--- src/hce_pkg.sv ---
// Constants and types for the horizontal clock edge position bank
package hce_pkg;
	localparam int unsigned hce_addr_w = 8;
	localparam int unsigned hce_data_w = 32;
	localparam int unsigned hce_pos_w = 6;
	localparam int unsigned hce_width_w = 4;

	// Register offsets
	localparam logic [7:0] hce_off_clk_a_edge = 8'h30;
	localparam logic [7:0] hce_off_clk_b_edge = 8'h31;
	localparam logic [7:0] hce_off_last_edge = 8'h32;
	localparam logic [7:0] hce_off_phase_one_edge = 8'h33;
	localparam logic [7:0] hce_off_reset_gate_edge = 8'h34;
	localparam logic [7:0] hce_off_blank_ctrl = 8'h35;

	// Edge position register fields
	localparam int unsigned hce_rise_lsb = 0;
	localparam int unsigned hce_fall_lsb = 8;
	localparam int unsigned hce_test_bit = 16;
	localparam int unsigned hce_edge_reg_w = 17;

	// Edge position reset values
	localparam logic [5:0] hce_rise_rst = 6'h00;
	localparam logic [5:0] hce_fall_rst = 6'h20;
	localparam logic [5:0] hce_rg_fall_rst = 6'h10;
	localparam logic hce_test_rst = 1'h1;

	// Blanking control register fields
	localparam int unsigned hce_resample_a_bit = 0;
	localparam int unsigned hce_resample_b_bit = 1;
	localparam int unsigned hce_resample_last_bit = 2;
	localparam int unsigned hce_resample_three_bit = 3;
	localparam int unsigned hce_width_lsb = 4;
	localparam int unsigned hce_last_blank_en_bit = 9;
	localparam int unsigned hce_extra_a_bit = 20;
	localparam int unsigned hce_extra_b_bit = 21;
	localparam int unsigned hce_extra_last_bit = 22;
	localparam int unsigned hce_extra_three_bit = 23;
	localparam int unsigned hce_ctrl_reg_w = 24;
	localparam logic [23:0] hce_ctrl_rst = 24'h000000;

	// Horizontal output configuration codes
	localparam logic [4:0] hce_cfg_mode_one = 5'h01;
	localparam logic [4:0] hce_cfg_mode_two = 5'h02;
	localparam logic [4:0] hce_cfg_mode_three = 5'h04;
	localparam logic [4:0] hce_cfg_three_phase = 5'h10;

	typedef enum logic [1:0] {
		hce_mode_one = 2'h0,
		hce_mode_two = 2'h1,
		hce_mode_three = 2'h3,
		hce_three_phase = 2'h2
	} hce_mode_e;
endpackage

--- src/hce_edge_gen.sv ---
// Registered clock level from rising and falling edge positions
`timescale 1ns/1ps
module hce_edge_gen (
	// Clock and reset
	input wire logic ref_clk,
	input wire logic srst,
	// Position within the pixel period
	input wire logic [hce_pkg::hce_pos_w-1:0] phase_pos,
	// Edge positions
	input wire logic [hce_pkg::hce_pos_w-1:0] rise_pos,
	input wire logic [hce_pkg::hce_pos_w-1:0] fall_pos,
	// Clock level
	output logic level
);
	import hce_pkg::*;

	logic next_level;

	always_comb begin
		next_level = level;
		if (phase_pos == rise_pos && rise_pos != fall_pos) begin
			next_level = 1'b1;
		end else if (phase_pos == fall_pos) begin
			next_level = 1'b0;
		end
	end

	always_ff @(posedge ref_clk) begin
		if (srst) begin
			level <= 1'b0;
		end else begin
			level <= next_level;
		end
	end
endmodule

--- src/hce_blank_retime.sv ---
// Stacked resampling stages for one line blanking signal
`timescale 1ns/1ps
module hce_blank_retime (
	// Clock and reset
	input wire logic ref_clk,
	input wire logic srst,
	// Blanking in and stage enables
	input wire logic blank_in,
	input wire logic resample_en,
	input wire logic extra_en,
	// Delayed blanking
	output logic blank_out
);
	import hce_pkg::*;

	logic stage_one;
	logic stage_two;
	logic next_stage_one;
	logic next_stage_two;

	always_comb begin
		next_stage_one = blank_in;
		next_stage_two = stage_one;
	end

	always_ff @(posedge ref_clk) begin
		if (srst) begin
			stage_one <= 1'b0;
			stage_two <= 1'b0;
		end else begin
			stage_one <= next_stage_one;
			stage_two <= next_stage_two;
		end
	end

	// Each enabled stage adds one clock of delay
	always_comb begin
		unique case ({resample_en, extra_en})
			2'b00: blank_out = blank_in;
			2'b01: blank_out = stage_one;
			2'b10: blank_out = stage_one;
			2'b11: blank_out = stage_two;
		endcase
	end
endmodule

--- src/hce_regs.sv ---
// Horizontal clock edge position register bank and clock shaping
//
// Overview of operation
// - Offset 0x30 holds clock A rise [5:0] reset 0, fall [13:8] reset 0x20.
// - In three-phase operation offset 0x30 places phase three, driving clocks G and H.
// - Offset 0x31 drives clock B, clock E or phase two by mode; fall resets 0x20.
// - Offset 0x32 sets last-stage clock rise and fall; fall resets 0x20.
// - Offset 0x33 sets phase one (clocks A, B) in three-phase operation only.
// - Offset 0x34 sets reset-gate clock rise and fall; fall resets 0x10.
// - Control bit 0 resamples clock A blanking, adding one stage delay.
// - Control bits 1 to 3 resample blanking for B, last stage, three-phase group.
// - Nonzero width field [7:4] widens horizontal pulses during blanking; zero disables.
// - Last-stage clock follows blanking only when control bit 9 is set.
// - Control bits 20 to 23 each add one extra blanking resample stage.
// - Output configuration codes 0x01, 0x02, 0x04, 0x10 are the only legal ones; any other code decodes as mode one.
`timescale 1ns/1ps
module hce_regs (
	// Clock and reset
	input wire logic ref_clk,
	input wire logic srst,
	// Register port
	input wire logic [hce_pkg::hce_addr_w-1:0] reg_addr,
	input wire logic [hce_pkg::hce_data_w-1:0] reg_wdata,
	input wire logic reg_wr,
	input wire logic reg_rd,
	output logic [hce_pkg::hce_data_w-1:0] reg_rdata,
	// Timing inputs
	input wire logic [4:0] horiz_output_config,
	input wire logic line_blank,
	// Horizontal and reset gate clocks
	output logic horiz_clk_a,
	output logic horiz_clk_b,
	output logic horiz_clk_e,
	output logic horiz_clk_f,
	output logic horiz_clk_g,
	output logic horiz_clk_h,
	output logic last_stage_clk,
	output logic reset_gate_clk
);
	import hce_pkg::*;

	function automatic logic [hce_edge_reg_w-1:0] edge_reset(input logic [5:0] fall);
		edge_reset = {hce_test_rst, 2'h0, fall, 2'h0, hce_rise_rst};
	endfunction

	function automatic logic [hce_edge_reg_w-1:0] edge_write(input logic [hce_data_w-1:0] d);
		edge_write = {d[hce_test_bit], 2'h0, d[hce_fall_lsb +: hce_pos_w], 2'h0, d[hce_rise_lsb +: hce_pos_w]};
	endfunction

	function automatic logic [5:0] rise_of(input logic [hce_edge_reg_w-1:0] r);
		rise_of = r[hce_rise_lsb +: hce_pos_w];
	endfunction

	function automatic logic [5:0] fall_of(input logic [hce_edge_reg_w-1:0] r);
		fall_of = r[hce_fall_lsb +: hce_pos_w];
	endfunction

	// Widened falling edge while blanking
	function automatic logic [5:0] widen(input logic [5:0] fall, input logic [3:0] width);
		widen = 6'(fall + {2'h0, width});
	endfunction

	function automatic hce_mode_e decode_mode(input logic [4:0] cfg);
		unique case (cfg)
			hce_cfg_mode_one: decode_mode = hce_mode_one;
			hce_cfg_mode_two: decode_mode = hce_mode_two;
			hce_cfg_mode_three: decode_mode = hce_mode_three;
			hce_cfg_three_phase: decode_mode = hce_three_phase;
			default: decode_mode = hce_mode_one;
		endcase
	endfunction

	// Register state
	logic [hce_edge_reg_w-1:0] clk_a_edge;
	logic [hce_edge_reg_w-1:0] clk_b_edge;
	logic [hce_edge_reg_w-1:0] last_edge;
	logic [hce_edge_reg_w-1:0] phase_one_edge;
	logic [hce_edge_reg_w-1:0] reset_gate_edge;
	logic [hce_ctrl_reg_w-1:0] blank_ctrl;
	logic [hce_edge_reg_w-1:0] next_clk_a_edge;
	logic [hce_edge_reg_w-1:0] next_clk_b_edge;
	logic [hce_edge_reg_w-1:0] next_last_edge;
	logic [hce_edge_reg_w-1:0] next_phase_one_edge;
	logic [hce_edge_reg_w-1:0] next_reset_gate_edge;
	logic [hce_ctrl_reg_w-1:0] next_blank_ctrl;
	logic [hce_data_w-1:0] next_reg_rdata;

	always_comb begin
		next_clk_a_edge = clk_a_edge;
		next_clk_b_edge = clk_b_edge;
		next_last_edge = last_edge;
		next_phase_one_edge = phase_one_edge;
		next_reset_gate_edge = reset_gate_edge;
		next_blank_ctrl = blank_ctrl;
		if (reg_wr) begin
			unique case (reg_addr)
				hce_off_clk_a_edge: next_clk_a_edge = edge_write(reg_wdata);
				hce_off_clk_b_edge: next_clk_b_edge = edge_write(reg_wdata);
				hce_off_last_edge: next_last_edge = edge_write(reg_wdata);
				hce_off_phase_one_edge: next_phase_one_edge = edge_write(reg_wdata);
				hce_off_reset_gate_edge: next_reset_gate_edge = edge_write(reg_wdata);
				hce_off_blank_ctrl: next_blank_ctrl = reg_wdata[hce_ctrl_reg_w-1:0];
				default: ;
			endcase
		end
	end

	// Read data in the cycle after the strobe only
	always_comb begin
		next_reg_rdata = '0;
		if (reg_rd) begin
			unique case (reg_addr)
				hce_off_clk_a_edge: next_reg_rdata = 32'(clk_a_edge);
				hce_off_clk_b_edge: next_reg_rdata = 32'(clk_b_edge);
				hce_off_last_edge: next_reg_rdata = 32'(last_edge);
				hce_off_phase_one_edge: next_reg_rdata = 32'(phase_one_edge);
				hce_off_reset_gate_edge: next_reg_rdata = 32'(reset_gate_edge);
				hce_off_blank_ctrl: next_reg_rdata = 32'(blank_ctrl);
				default: next_reg_rdata = '0;
			endcase
		end
	end

	always_ff @(posedge ref_clk) begin
		if (srst) begin
			clk_a_edge <= edge_reset(hce_fall_rst);
			clk_b_edge <= edge_reset(hce_fall_rst);
			last_edge <= edge_reset(hce_fall_rst);
			phase_one_edge <= edge_reset(hce_fall_rst);
			reset_gate_edge <= edge_reset(hce_rg_fall_rst);
			blank_ctrl <= hce_ctrl_rst;
			reg_rdata <= '0;
		end else begin
			clk_a_edge <= next_clk_a_edge;
			clk_b_edge <= next_clk_b_edge;
			last_edge <= next_last_edge;
			phase_one_edge <= next_phase_one_edge;
			reset_gate_edge <= next_reset_gate_edge;
			blank_ctrl <= next_blank_ctrl;
			reg_rdata <= next_reg_rdata;
		end
	end

	// Position counter across the pixel period
	logic [hce_pos_w-1:0] phase_pos;
	logic [hce_pos_w-1:0] next_phase_pos;

	always_comb begin
		next_phase_pos = 6'(phase_pos + 6'h01);
	end

	always_ff @(posedge ref_clk) begin
		if (srst) begin
			phase_pos <= '0;
		end else begin
			phase_pos <= next_phase_pos;
		end
	end

	// Control fields
	logic [3:0] pulse_width;
	logic wide_en;
	hce_mode_e mode;

	always_comb begin
		pulse_width = blank_ctrl[hce_width_lsb +: hce_width_w];
		wide_en = pulse_width != 4'h0;
		mode = decode_mode(horiz_output_config);
	end

	// Edge generators, normal and widened
	logic lvl_30;
	logic lvl_30_wide;
	logic lvl_31;
	logic lvl_31_wide;
	logic lvl_32;
	logic lvl_33;
	logic lvl_33_wide;
	logic lvl_34;

	hce_edge_gen u_gen_30 (.ref_clk(ref_clk), .srst(srst), .phase_pos(phase_pos),
		.rise_pos(rise_of(clk_a_edge)), .fall_pos(fall_of(clk_a_edge)), .level(lvl_30));
	hce_edge_gen u_gen_30w (.ref_clk(ref_clk), .srst(srst), .phase_pos(phase_pos),
		.rise_pos(rise_of(clk_a_edge)), .fall_pos(widen(fall_of(clk_a_edge), pulse_width)),
		.level(lvl_30_wide));
	hce_edge_gen u_gen_31 (.ref_clk(ref_clk), .srst(srst), .phase_pos(phase_pos),
		.rise_pos(rise_of(clk_b_edge)), .fall_pos(fall_of(clk_b_edge)), .level(lvl_31));
	hce_edge_gen u_gen_31w (.ref_clk(ref_clk), .srst(srst), .phase_pos(phase_pos),
		.rise_pos(rise_of(clk_b_edge)), .fall_pos(widen(fall_of(clk_b_edge), pulse_width)),
		.level(lvl_31_wide));
	hce_edge_gen u_gen_32 (.ref_clk(ref_clk), .srst(srst), .phase_pos(phase_pos),
		.rise_pos(rise_of(last_edge)), .fall_pos(fall_of(last_edge)), .level(lvl_32));
	hce_edge_gen u_gen_33 (.ref_clk(ref_clk), .srst(srst), .phase_pos(phase_pos),
		.rise_pos(rise_of(phase_one_edge)), .fall_pos(fall_of(phase_one_edge)), .level(lvl_33));
	hce_edge_gen u_gen_33w (.ref_clk(ref_clk), .srst(srst), .phase_pos(phase_pos),
		.rise_pos(rise_of(phase_one_edge)), .fall_pos(widen(fall_of(phase_one_edge), pulse_width)),
		.level(lvl_33_wide));
	hce_edge_gen u_gen_34 (.ref_clk(ref_clk), .srst(srst), .phase_pos(phase_pos),
		.rise_pos(rise_of(reset_gate_edge)), .fall_pos(fall_of(reset_gate_edge)), .level(lvl_34));

	// Blanking per output group
	logic blank_a;
	logic blank_b;
	logic blank_last;
	logic blank_three;

	hce_blank_retime u_rt_a (.ref_clk(ref_clk), .srst(srst), .blank_in(line_blank),
		.resample_en(blank_ctrl[hce_resample_a_bit]), .extra_en(blank_ctrl[hce_extra_a_bit]),
		.blank_out(blank_a));
	hce_blank_retime u_rt_b (.ref_clk(ref_clk), .srst(srst), .blank_in(line_blank),
		.resample_en(blank_ctrl[hce_resample_b_bit]), .extra_en(blank_ctrl[hce_extra_b_bit]),
		.blank_out(blank_b));
	hce_blank_retime u_rt_last (.ref_clk(ref_clk), .srst(srst), .blank_in(line_blank),
		.resample_en(blank_ctrl[hce_resample_last_bit]), .extra_en(blank_ctrl[hce_extra_last_bit]),
		.blank_out(blank_last));
	hce_blank_retime u_rt_three (.ref_clk(ref_clk), .srst(srst), .blank_in(line_blank),
		.resample_en(blank_ctrl[hce_resample_three_bit]), .extra_en(blank_ctrl[hce_extra_three_bit]),
		.blank_out(blank_three));

	// Gated levels: low in blanking unless widening is on
	logic gate_30;
	logic gate_31;
	logic gate_33;
	logic gate_30_three;
	logic gate_31_three;

	always_comb begin
		gate_30 = blank_a ? (wide_en & lvl_30_wide) : lvl_30;
		gate_31 = blank_b ? (wide_en & lvl_31_wide) : lvl_31;
		gate_33 = blank_three ? (wide_en & lvl_33_wide) : lvl_33;
		gate_30_three = blank_three ? (wide_en & lvl_30_wide) : lvl_30;
		gate_31_three = blank_three ? (wide_en & lvl_31_wide) : lvl_31;
	end

	// Output routing by horizontal configuration
	logic next_clk_a;
	logic next_clk_b;
	logic next_clk_e;
	logic next_clk_f;
	logic next_clk_g;
	logic next_clk_h;
	logic next_last_clk;
	logic next_rg_clk;

	always_comb begin
		next_clk_a = gate_30;
		next_clk_b = ~gate_30;
		next_clk_e = 1'b0;
		next_clk_f = 1'b0;
		next_clk_g = 1'b0;
		next_clk_h = 1'b0;
		unique case (mode)
			hce_mode_one: begin
				next_clk_a = gate_30;
				next_clk_b = ~gate_30;
			end
			hce_mode_two: begin
				next_clk_a = gate_30;
				next_clk_b = gate_31;
			end
			hce_mode_three: begin
				next_clk_a = gate_30;
				next_clk_b = ~gate_30;
				next_clk_e = gate_31;
				next_clk_f = ~gate_31;
			end
			hce_three_phase: begin
				next_clk_a = gate_33;
				next_clk_b = gate_33;
				next_clk_e = gate_31_three;
				next_clk_f = gate_31_three;
				next_clk_g = gate_30_three;
				next_clk_h = gate_30_three;
			end
		endcase
		next_last_clk = (blank_ctrl[hce_last_blank_en_bit] && blank_last) ? 1'b0 : lvl_32;
		next_rg_clk = lvl_34;
	end

	always_ff @(posedge ref_clk) begin
		if (srst) begin
			horiz_clk_a <= 1'b0;
			horiz_clk_b <= 1'b0;
			horiz_clk_e <= 1'b0;
			horiz_clk_f <= 1'b0;
			horiz_clk_g <= 1'b0;
			horiz_clk_h <= 1'b0;
			last_stage_clk <= 1'b0;
			reset_gate_clk <= 1'b0;
		end else begin
			horiz_clk_a <= next_clk_a;
			horiz_clk_b <= next_clk_b;
			horiz_clk_e <= next_clk_e;
			horiz_clk_f <= next_clk_f;
			horiz_clk_g <= next_clk_g;
			horiz_clk_h <= next_clk_h;
			last_stage_clk <= next_last_clk;
			reset_gate_clk <= next_rg_clk;
		end
	end
endmodule

--- config.mk ---
export PLATFORM = sky130hd
export DESIGN_NAME = hce_regs
export DESIGN_NICKNAME = d
export VERILOG_FILES = /design/src/hce_pkg.sv /design/src/hce_edge_gen.sv /design/src/hce_blank_retime.sv /design/src/hce_regs.sv
export SDC_FILE = /design/constraint.sdc
export NUM_CORES = 1
export LEC_CHECK = 0
export BUFFER_PORTS_ARGS = -buffer_cell sky130_fd_sc_hd__buf_2
export CAP_MARGIN = 15
export CORE_ASPECT_RATIO = 1.25
export CORE_UTILIZATION = 63
export DETAILED_ROUTE_END_ITERATION = 8
export GPL_ROUTABILITY_DRIVEN = 0
export PLACE_DENSITY = 0.92
export SLEW_MARGIN = 20
export SYNTH_ARGS = -nofsm -noshare
export SYNTH_HDL_FRONTEND = slang
export SYNTH_SLANG_ARGS = --single-unit
--- constraint.sdc ---
create_clock -name ref_clk -period 5.15 [get_ports ref_clk]
set_input_delay 0.515 -clock ref_clk [delete_from_list [all_inputs] [get_ports ref_clk]]
set_output_delay 0.515 -clock ref_clk [all_outputs]
set_load 0.03 [all_outputs]
After elaboration in Yosys (flattened, before gate mapping)
Cells that the tools add are included.

Reduce and logical (&&, ||, !) cells: 38. Eq/ne operators: 45. Bitwise operators: 7. Mux-type cells: 31. $add $sub $neg: 4.

Operators by type and width (count): 24-bit one-hot mux with 6 select lines (1); 6-bit equality test (13); 8-bit by 6-bit equality test with 1-bit output (second input constant) (6); 6-bit != test (8); 1-bit two-way mux (21); 2-bit equality test (second input constant) (10); 6-bit by 4-bit adder with 6-bit output (3); 2-bit nonzero test (8); 2-bit OR reduction (8); 1-bit one-hot mux with 3 select lines (5); 2-bit AND reduction (6); 2-bit by 1-bit equality test with 1-bit output (second input constant) (5); 2-bit logical NOT (5); 1-bit logical AND (9); 6-bit by 1-bit adder with 6-bit output (second input constant) (1); 1-bit one-hot mux with 2 select lines (3); 2-bit one-hot mux with 3 select lines (1); 5-bit by 2-bit equality test with 1-bit output (second input constant) (1); 5-bit by 3-bit equality test with 1-bit output (second input constant) (1); 5-bit equality test (second input constant) (1); 1-bit NOT (4); 4-bit nonzero test (1); 1-bit bitwise AND (3); 3-bit OR reduction (1).

Output and inout bits: 40. Bits in registers: 144.

Longest topological paths before layout
Depth in word-level cells: 6. Depth in mapped cells: 8. Gate-level depth less buffers: 8.

Modules after synthesis
From an unflattened synthesis, not the netlist that was laid out.

Cell total of the unflattened synthesis: 889. Area, all modules: 7926.4 µm².

Modules (own cells, without submodules): hce_regs (instances 1, sequential area each 2522.4 µm², cells an instance 629, area an instance 5669.2 µm²); hce_edge_gen (instances 8, sequential area each 20.0 µm², cells an instance 27, area an instance 231.5 µm²); hce_blank_retime (instances 4, sequential area each 40.0 µm², cells an instance 11, area an instance 101.3 µm²).

Worst setup path after synthesis
OpenSTA, ideal clock, no wires.

Path type: register -> register. From: register phase_one_edge[8]. To: register u_gen_33w.level. Slack: 3148 ps. Data arrival time: 1884 ps. Cell stages (with the launch flop): 9. Path through: dfxtp_1 -> ha_1 -> inv_1 -> fa_1 -> nand2b_1 -> a21boi_0 -> or3_1 -> nand4_1 -> a32o_1.

Word-level cells in the longest chain between the ends: 4. Elaborated cells on any way between the ends: 6. Classes of those cells: add/sub: 1; eq/ne: 2; mux: 1; reduce/logical: 2.

Ends and longest elaborated chain: start: declaration (RTL line hce_regs.sv:77) `logic [hce_edge_reg_w-1:0] phase_one_edge;`; start signal: assignment (RTL line hce_regs.sv:129) `phase_one_edge <= edge_reset(hce_fall_rst);`; start signal: assignment (RTL line hce_regs.sv:137) `phase_one_edge <= next_phase_one_edge;`; 6-bit by 4-bit adder with 6-bit output (*) (RTL line hce_regs.sv:60) `widen = 6'(fall + {2'h0, width});`; 6-bit != test (RTL line hce_edge_gen.sv:21) `if (phase_pos == rise_pos && rise_pos != fall_pos) begin`; 1-bit logical AND (RTL line hce_edge_gen.sv:21); 1-bit two-way mux / 2-bit nonzero test (equally long branches); end signal: assignment (RTL line hce_edge_gen.sv:32) `level <= next_level;`; end: declaration (RTL line hce_edge_gen.sv:13) `output logic level`.

Every way passes the cells marked *; elsewhere a longest branch is shown, timed or not. A chain may end at the register's enable or synchronous reset.

Final worst setup path
From: input reg_addr[6] (netlist name). To: register blank_ctrl[7].

Word-level cells in the longest chain between the ends: 2.

Ends and longest elaborated chain: start: declaration (RTL line hce_regs.sv:22) `input wire logic [hce_pkg::hce_addr_w-1:0] reg_addr,`; 8-bit by 6-bit equality test with 1-bit output (RTL line hce_regs.sv:96) `unique case (reg_addr)`; 2-bit AND reduction (no line); end signal: assignment (RTL line hce_regs.sv:131) `blank_ctrl <= hce_ctrl_rst;`; end signal: assignment (RTL line hce_regs.sv:139) `blank_ctrl <= next_blank_ctrl;`; end: declaration (RTL line hce_regs.sv:79) `logic [hce_ctrl_reg_w-1:0] blank_ctrl;`.

Every way passes these cells.

==> metrics.cfg <==
[synth]
syn_area_um2 = 7510
synth_top_area_share_pct = 36.3
yosysSeqAreaShare_pct = 36.3
synth_edf_count = 0
syn_area_per_cell_um2 = 8.30
yosys_warnings = 0
synth_area_leaders = dfxtp_1, nand2_1, xnor2_1
syn_inst = 905
yosysTopAreaCell = dfxtp_1
synth-seq-cells = 136
synthDistinctLibCells = 47
synth-main-ff-cell = dfxtp_1
async_flop_share_pct = 0

[floorplanning]
die_h_um = 124
io_pins = 90
die-width_um = 99.6
rows = 44
die_area_um2 = 12400
start_util_pct = 64.6
coreArea_um2 = 11600

[timing]
setup_violations = 0
fmax_mhz = 337
whs_ns = 0.332
hold_viol_final = 0
rsz0062_at_grt = false
postLayoutSetupSlackWorst_ns = 2.18
min_period_ns = 2.97
finalCritPeriodShare_pct = 57.6
max_slew.worst_pin.slew_ns = 1.17
skew_ns = 0.0127
final.setup.tns_ns = 0
drv_slew = 0
max_slew_margin_pct = 22.3

[drt]
vias_per_cell = 6.79
vias = 7545
drt_iter0_drc = 1495
drt-wirelength-per-cell_um = 22.3
drt_first_pass_iters = 9
ant_nets = 0
drt_wl_total_mm = 24.8
drc = 32

[worst_hold_path]
min-delay-start = reg_wdata[18]
hold_end = blank_ctrl[18]$_SDFFE_PP0P_
min_delay_path_depth = 3
worstHoldPathType = primary input to flop

[grt]
gr-usage-all-layers_pct = 40.4
grt_overflow = 0
antenna_found_initial = 0
grt_pass1_vias = 7096
grt_first_pass_wirelength_mm = 37.5
grt_max_degree = 101

[worst_setup_path]
crit_path_top_delay_cell = and2_1
slowest_delay_ns = 0.88
crit_chain = buf_2 -> nand4bb_1 -> nor4_4 -> buf_4 -> and2_1 -> nand2_1 -> a21oi_1
worst_r2r_path_depth = 8
end_kind = flop
critical_path_class = primary input to flop
timing.rr.end = u_gen_30w.level$_SDFFE_PP0P_
worstPathRequired_ns = 5.48
r2r-start = blank_ctrl[4]$_SDFFE_PP0P_
worstPathArrival_ns = 3.30
path_max_fanout = 24
r2r_slack_ns = 2.40
cp-start-kind = primary input

[clock_tree]
cts_max_level = 4
post_cts_buffers = 0
cts_buffers = 17
cts_buffer_depth = 2
cts_tree = done
ctsResizeCount = 0
path_clk_slew_ns = 0.06
clock-sinks = 136
ctsHoldBuffers = 0
clock_latency_ns = 0.43
root_buffer = clkbuf_16

[finish]
drive_above_1_share_pct = 13.1
nets = 1015
layout-area-overhead-vs-synth_pct = 12.2
utilization_pct = 72.5
antennaDiodeCount = 0

[run]
max_cap_viol_count = 0

[placement]
dpl.hpwl_mm = 14.0
post-place-ws_ns = 2.18
port_buffers = 73

[outcome]
outcome = complete, but fails checks
violations = design-rule violations

[power]
power.density_nw_per_um2 = 304
p_leak_nw = 3.29
vdd_drop_max_v = 0.000279

[critical path, delay by kind of cell]
| kind | cells | cell delay [ns] |
|---|---|---|
| AND/OR/NAND/NOR | 4 | 2.09 |
| buffers and inverters | 2 | 0.39 |
| AO/OA/AOI/OAI | 1 | 0.28 |
[per-stage QoR]
stage,power (mW),std cells,instance area [um2]
floorplan,1.21,912,7530
global placement,1.26,1080,7800
detailed placement,1.26,1080,7800
CTS,2.53,1112,8420
global route,2.60,1112,8430
finish,2.56,1112,8430
[routing by layer]
layer	global-route usage [%]	part of all wire, %	vias up
met1	45.4	32	3406
met5	0	0	-
met2	64.1	45	722
met4	32.1	8.9	0
met3	12.2	14	224
li1	-	-	3193
[state kept, by name, summed over array words and instances (netlist names), 6 cells and up]
signal	cells
last_edge	13
clk_a_edge	13
reset_gate_edge	13
phase_pos	6
reg_rdata	24
blank_ctrl	24
phase_one_edge	13
clk_b_edge	13
[report_power, final]
| part | switching [mW] | internal [mW] | total (mW) |
|---|---|---|---|
| Clock | 0.489 | 0.814 | 1.30 |
| Sequential | 0.0263 | 1.07 | 1.09 |
| Combinational | 0.101 | 0.0587 | 0.160 |
| Total | 0.617 | 1.94 | 2.56 |
[Yosys cell counts, types with 2 or more instances]
library cell  count
nand2_1         170
dfxtp_1         136
a21oi_1         106
xnor2_1          68
nand3_1          50
xor2_1           46
clkbuf_1         42
a222oi_1         26
inv_1            26
ha_1             24
nor2b_1          22
nand4_1          21
buf_4            18
and2_1           17
nor2_1           13
o21ai_0          11
nor3_1           10
buf_2             9
o22ai_1           7
o31ai_1           7
o221ai_1          6
or3_1             6
xor3_1            6
nand2b_1          5
and3_1            4
buf_1             4
a211oi_1          3
a21boi_0          3
a21o_1            3
a22oi_1           3
a32o_1            3
fa_1              3
mux2_2            3
nor4_1            3
nor4_2            3
o211ai_1          3
mux2i_1           2
nor3_4            2
or2_2             2
or4_1             2
[cells by family after synthesis]
| kind of cell | Yosys count | synth area share [%] |
|---|---|---|
| buffers and inverters | 100 | 6.05 |
| adders and majority gates | 27 | 4.80 |
| other | 1 | 0.0499 |
| AOI/OAI and AO/OA | 183 | 15.4 |
| DFF | 136 | 36.3 |
| and+or+nand+nor | 333 | 21.5 |
| muxes | 5 | 0.717 |
| xor gates and xnor gates | 120 | 15.2 |
[layout by cell type (no fill, tap or decap), types with 13 or more instances in the layout]
cell         n
nand2_1    170
dfxtp_1    135
a21oi_1    106
buf_2       73
xnor2_1     68
nand3_1     50
xor2_1      46
a222oi_1    26
inv_1       26
ha_1        24
nor2b_1     22
nand4_1     21
and2_1      17
clkbuf_16   17
nor2_1      13
[worst max-delay path by stage]
stage                                   startpoint                      endpoint  slack (ns)  cells after the start
floorplan           phase_one_edge[8]$_SDFFE_PP0P_  u_gen_33w.level$_SDFFE_PP0P_        3.15                      8
global placement                       reg_addr[6]    blank_ctrl[5]$_SDFFE_PP0P_        2.32                      7
detailed placement                     reg_addr[6]   blank_ctrl[10]$_SDFFE_PP0P_        2.18                      7
CTS                                    reg_addr[6]    blank_ctrl[7]$_SDFFE_PP0P_        2.45                      7
global route                           reg_addr[6]    blank_ctrl[7]$_SDFFE_PP0P_        2.11                      7
finish                                 reg_addr[6]    blank_ctrl[7]$_SDFFE_PP0P_        2.18                      7
[cell type report]
type	instances	area [um2]
Multi-Input combinational cell	676	4360
Fill cell	757	3190
Sequential cell	136	2720
Clock buffer	18	429
Timing Repair Buffer	80	418
Tap cell	161	201
Clock inverter	14	194
Inverter	27	101
Note: power is estimated with default switching activity, not from simulation.
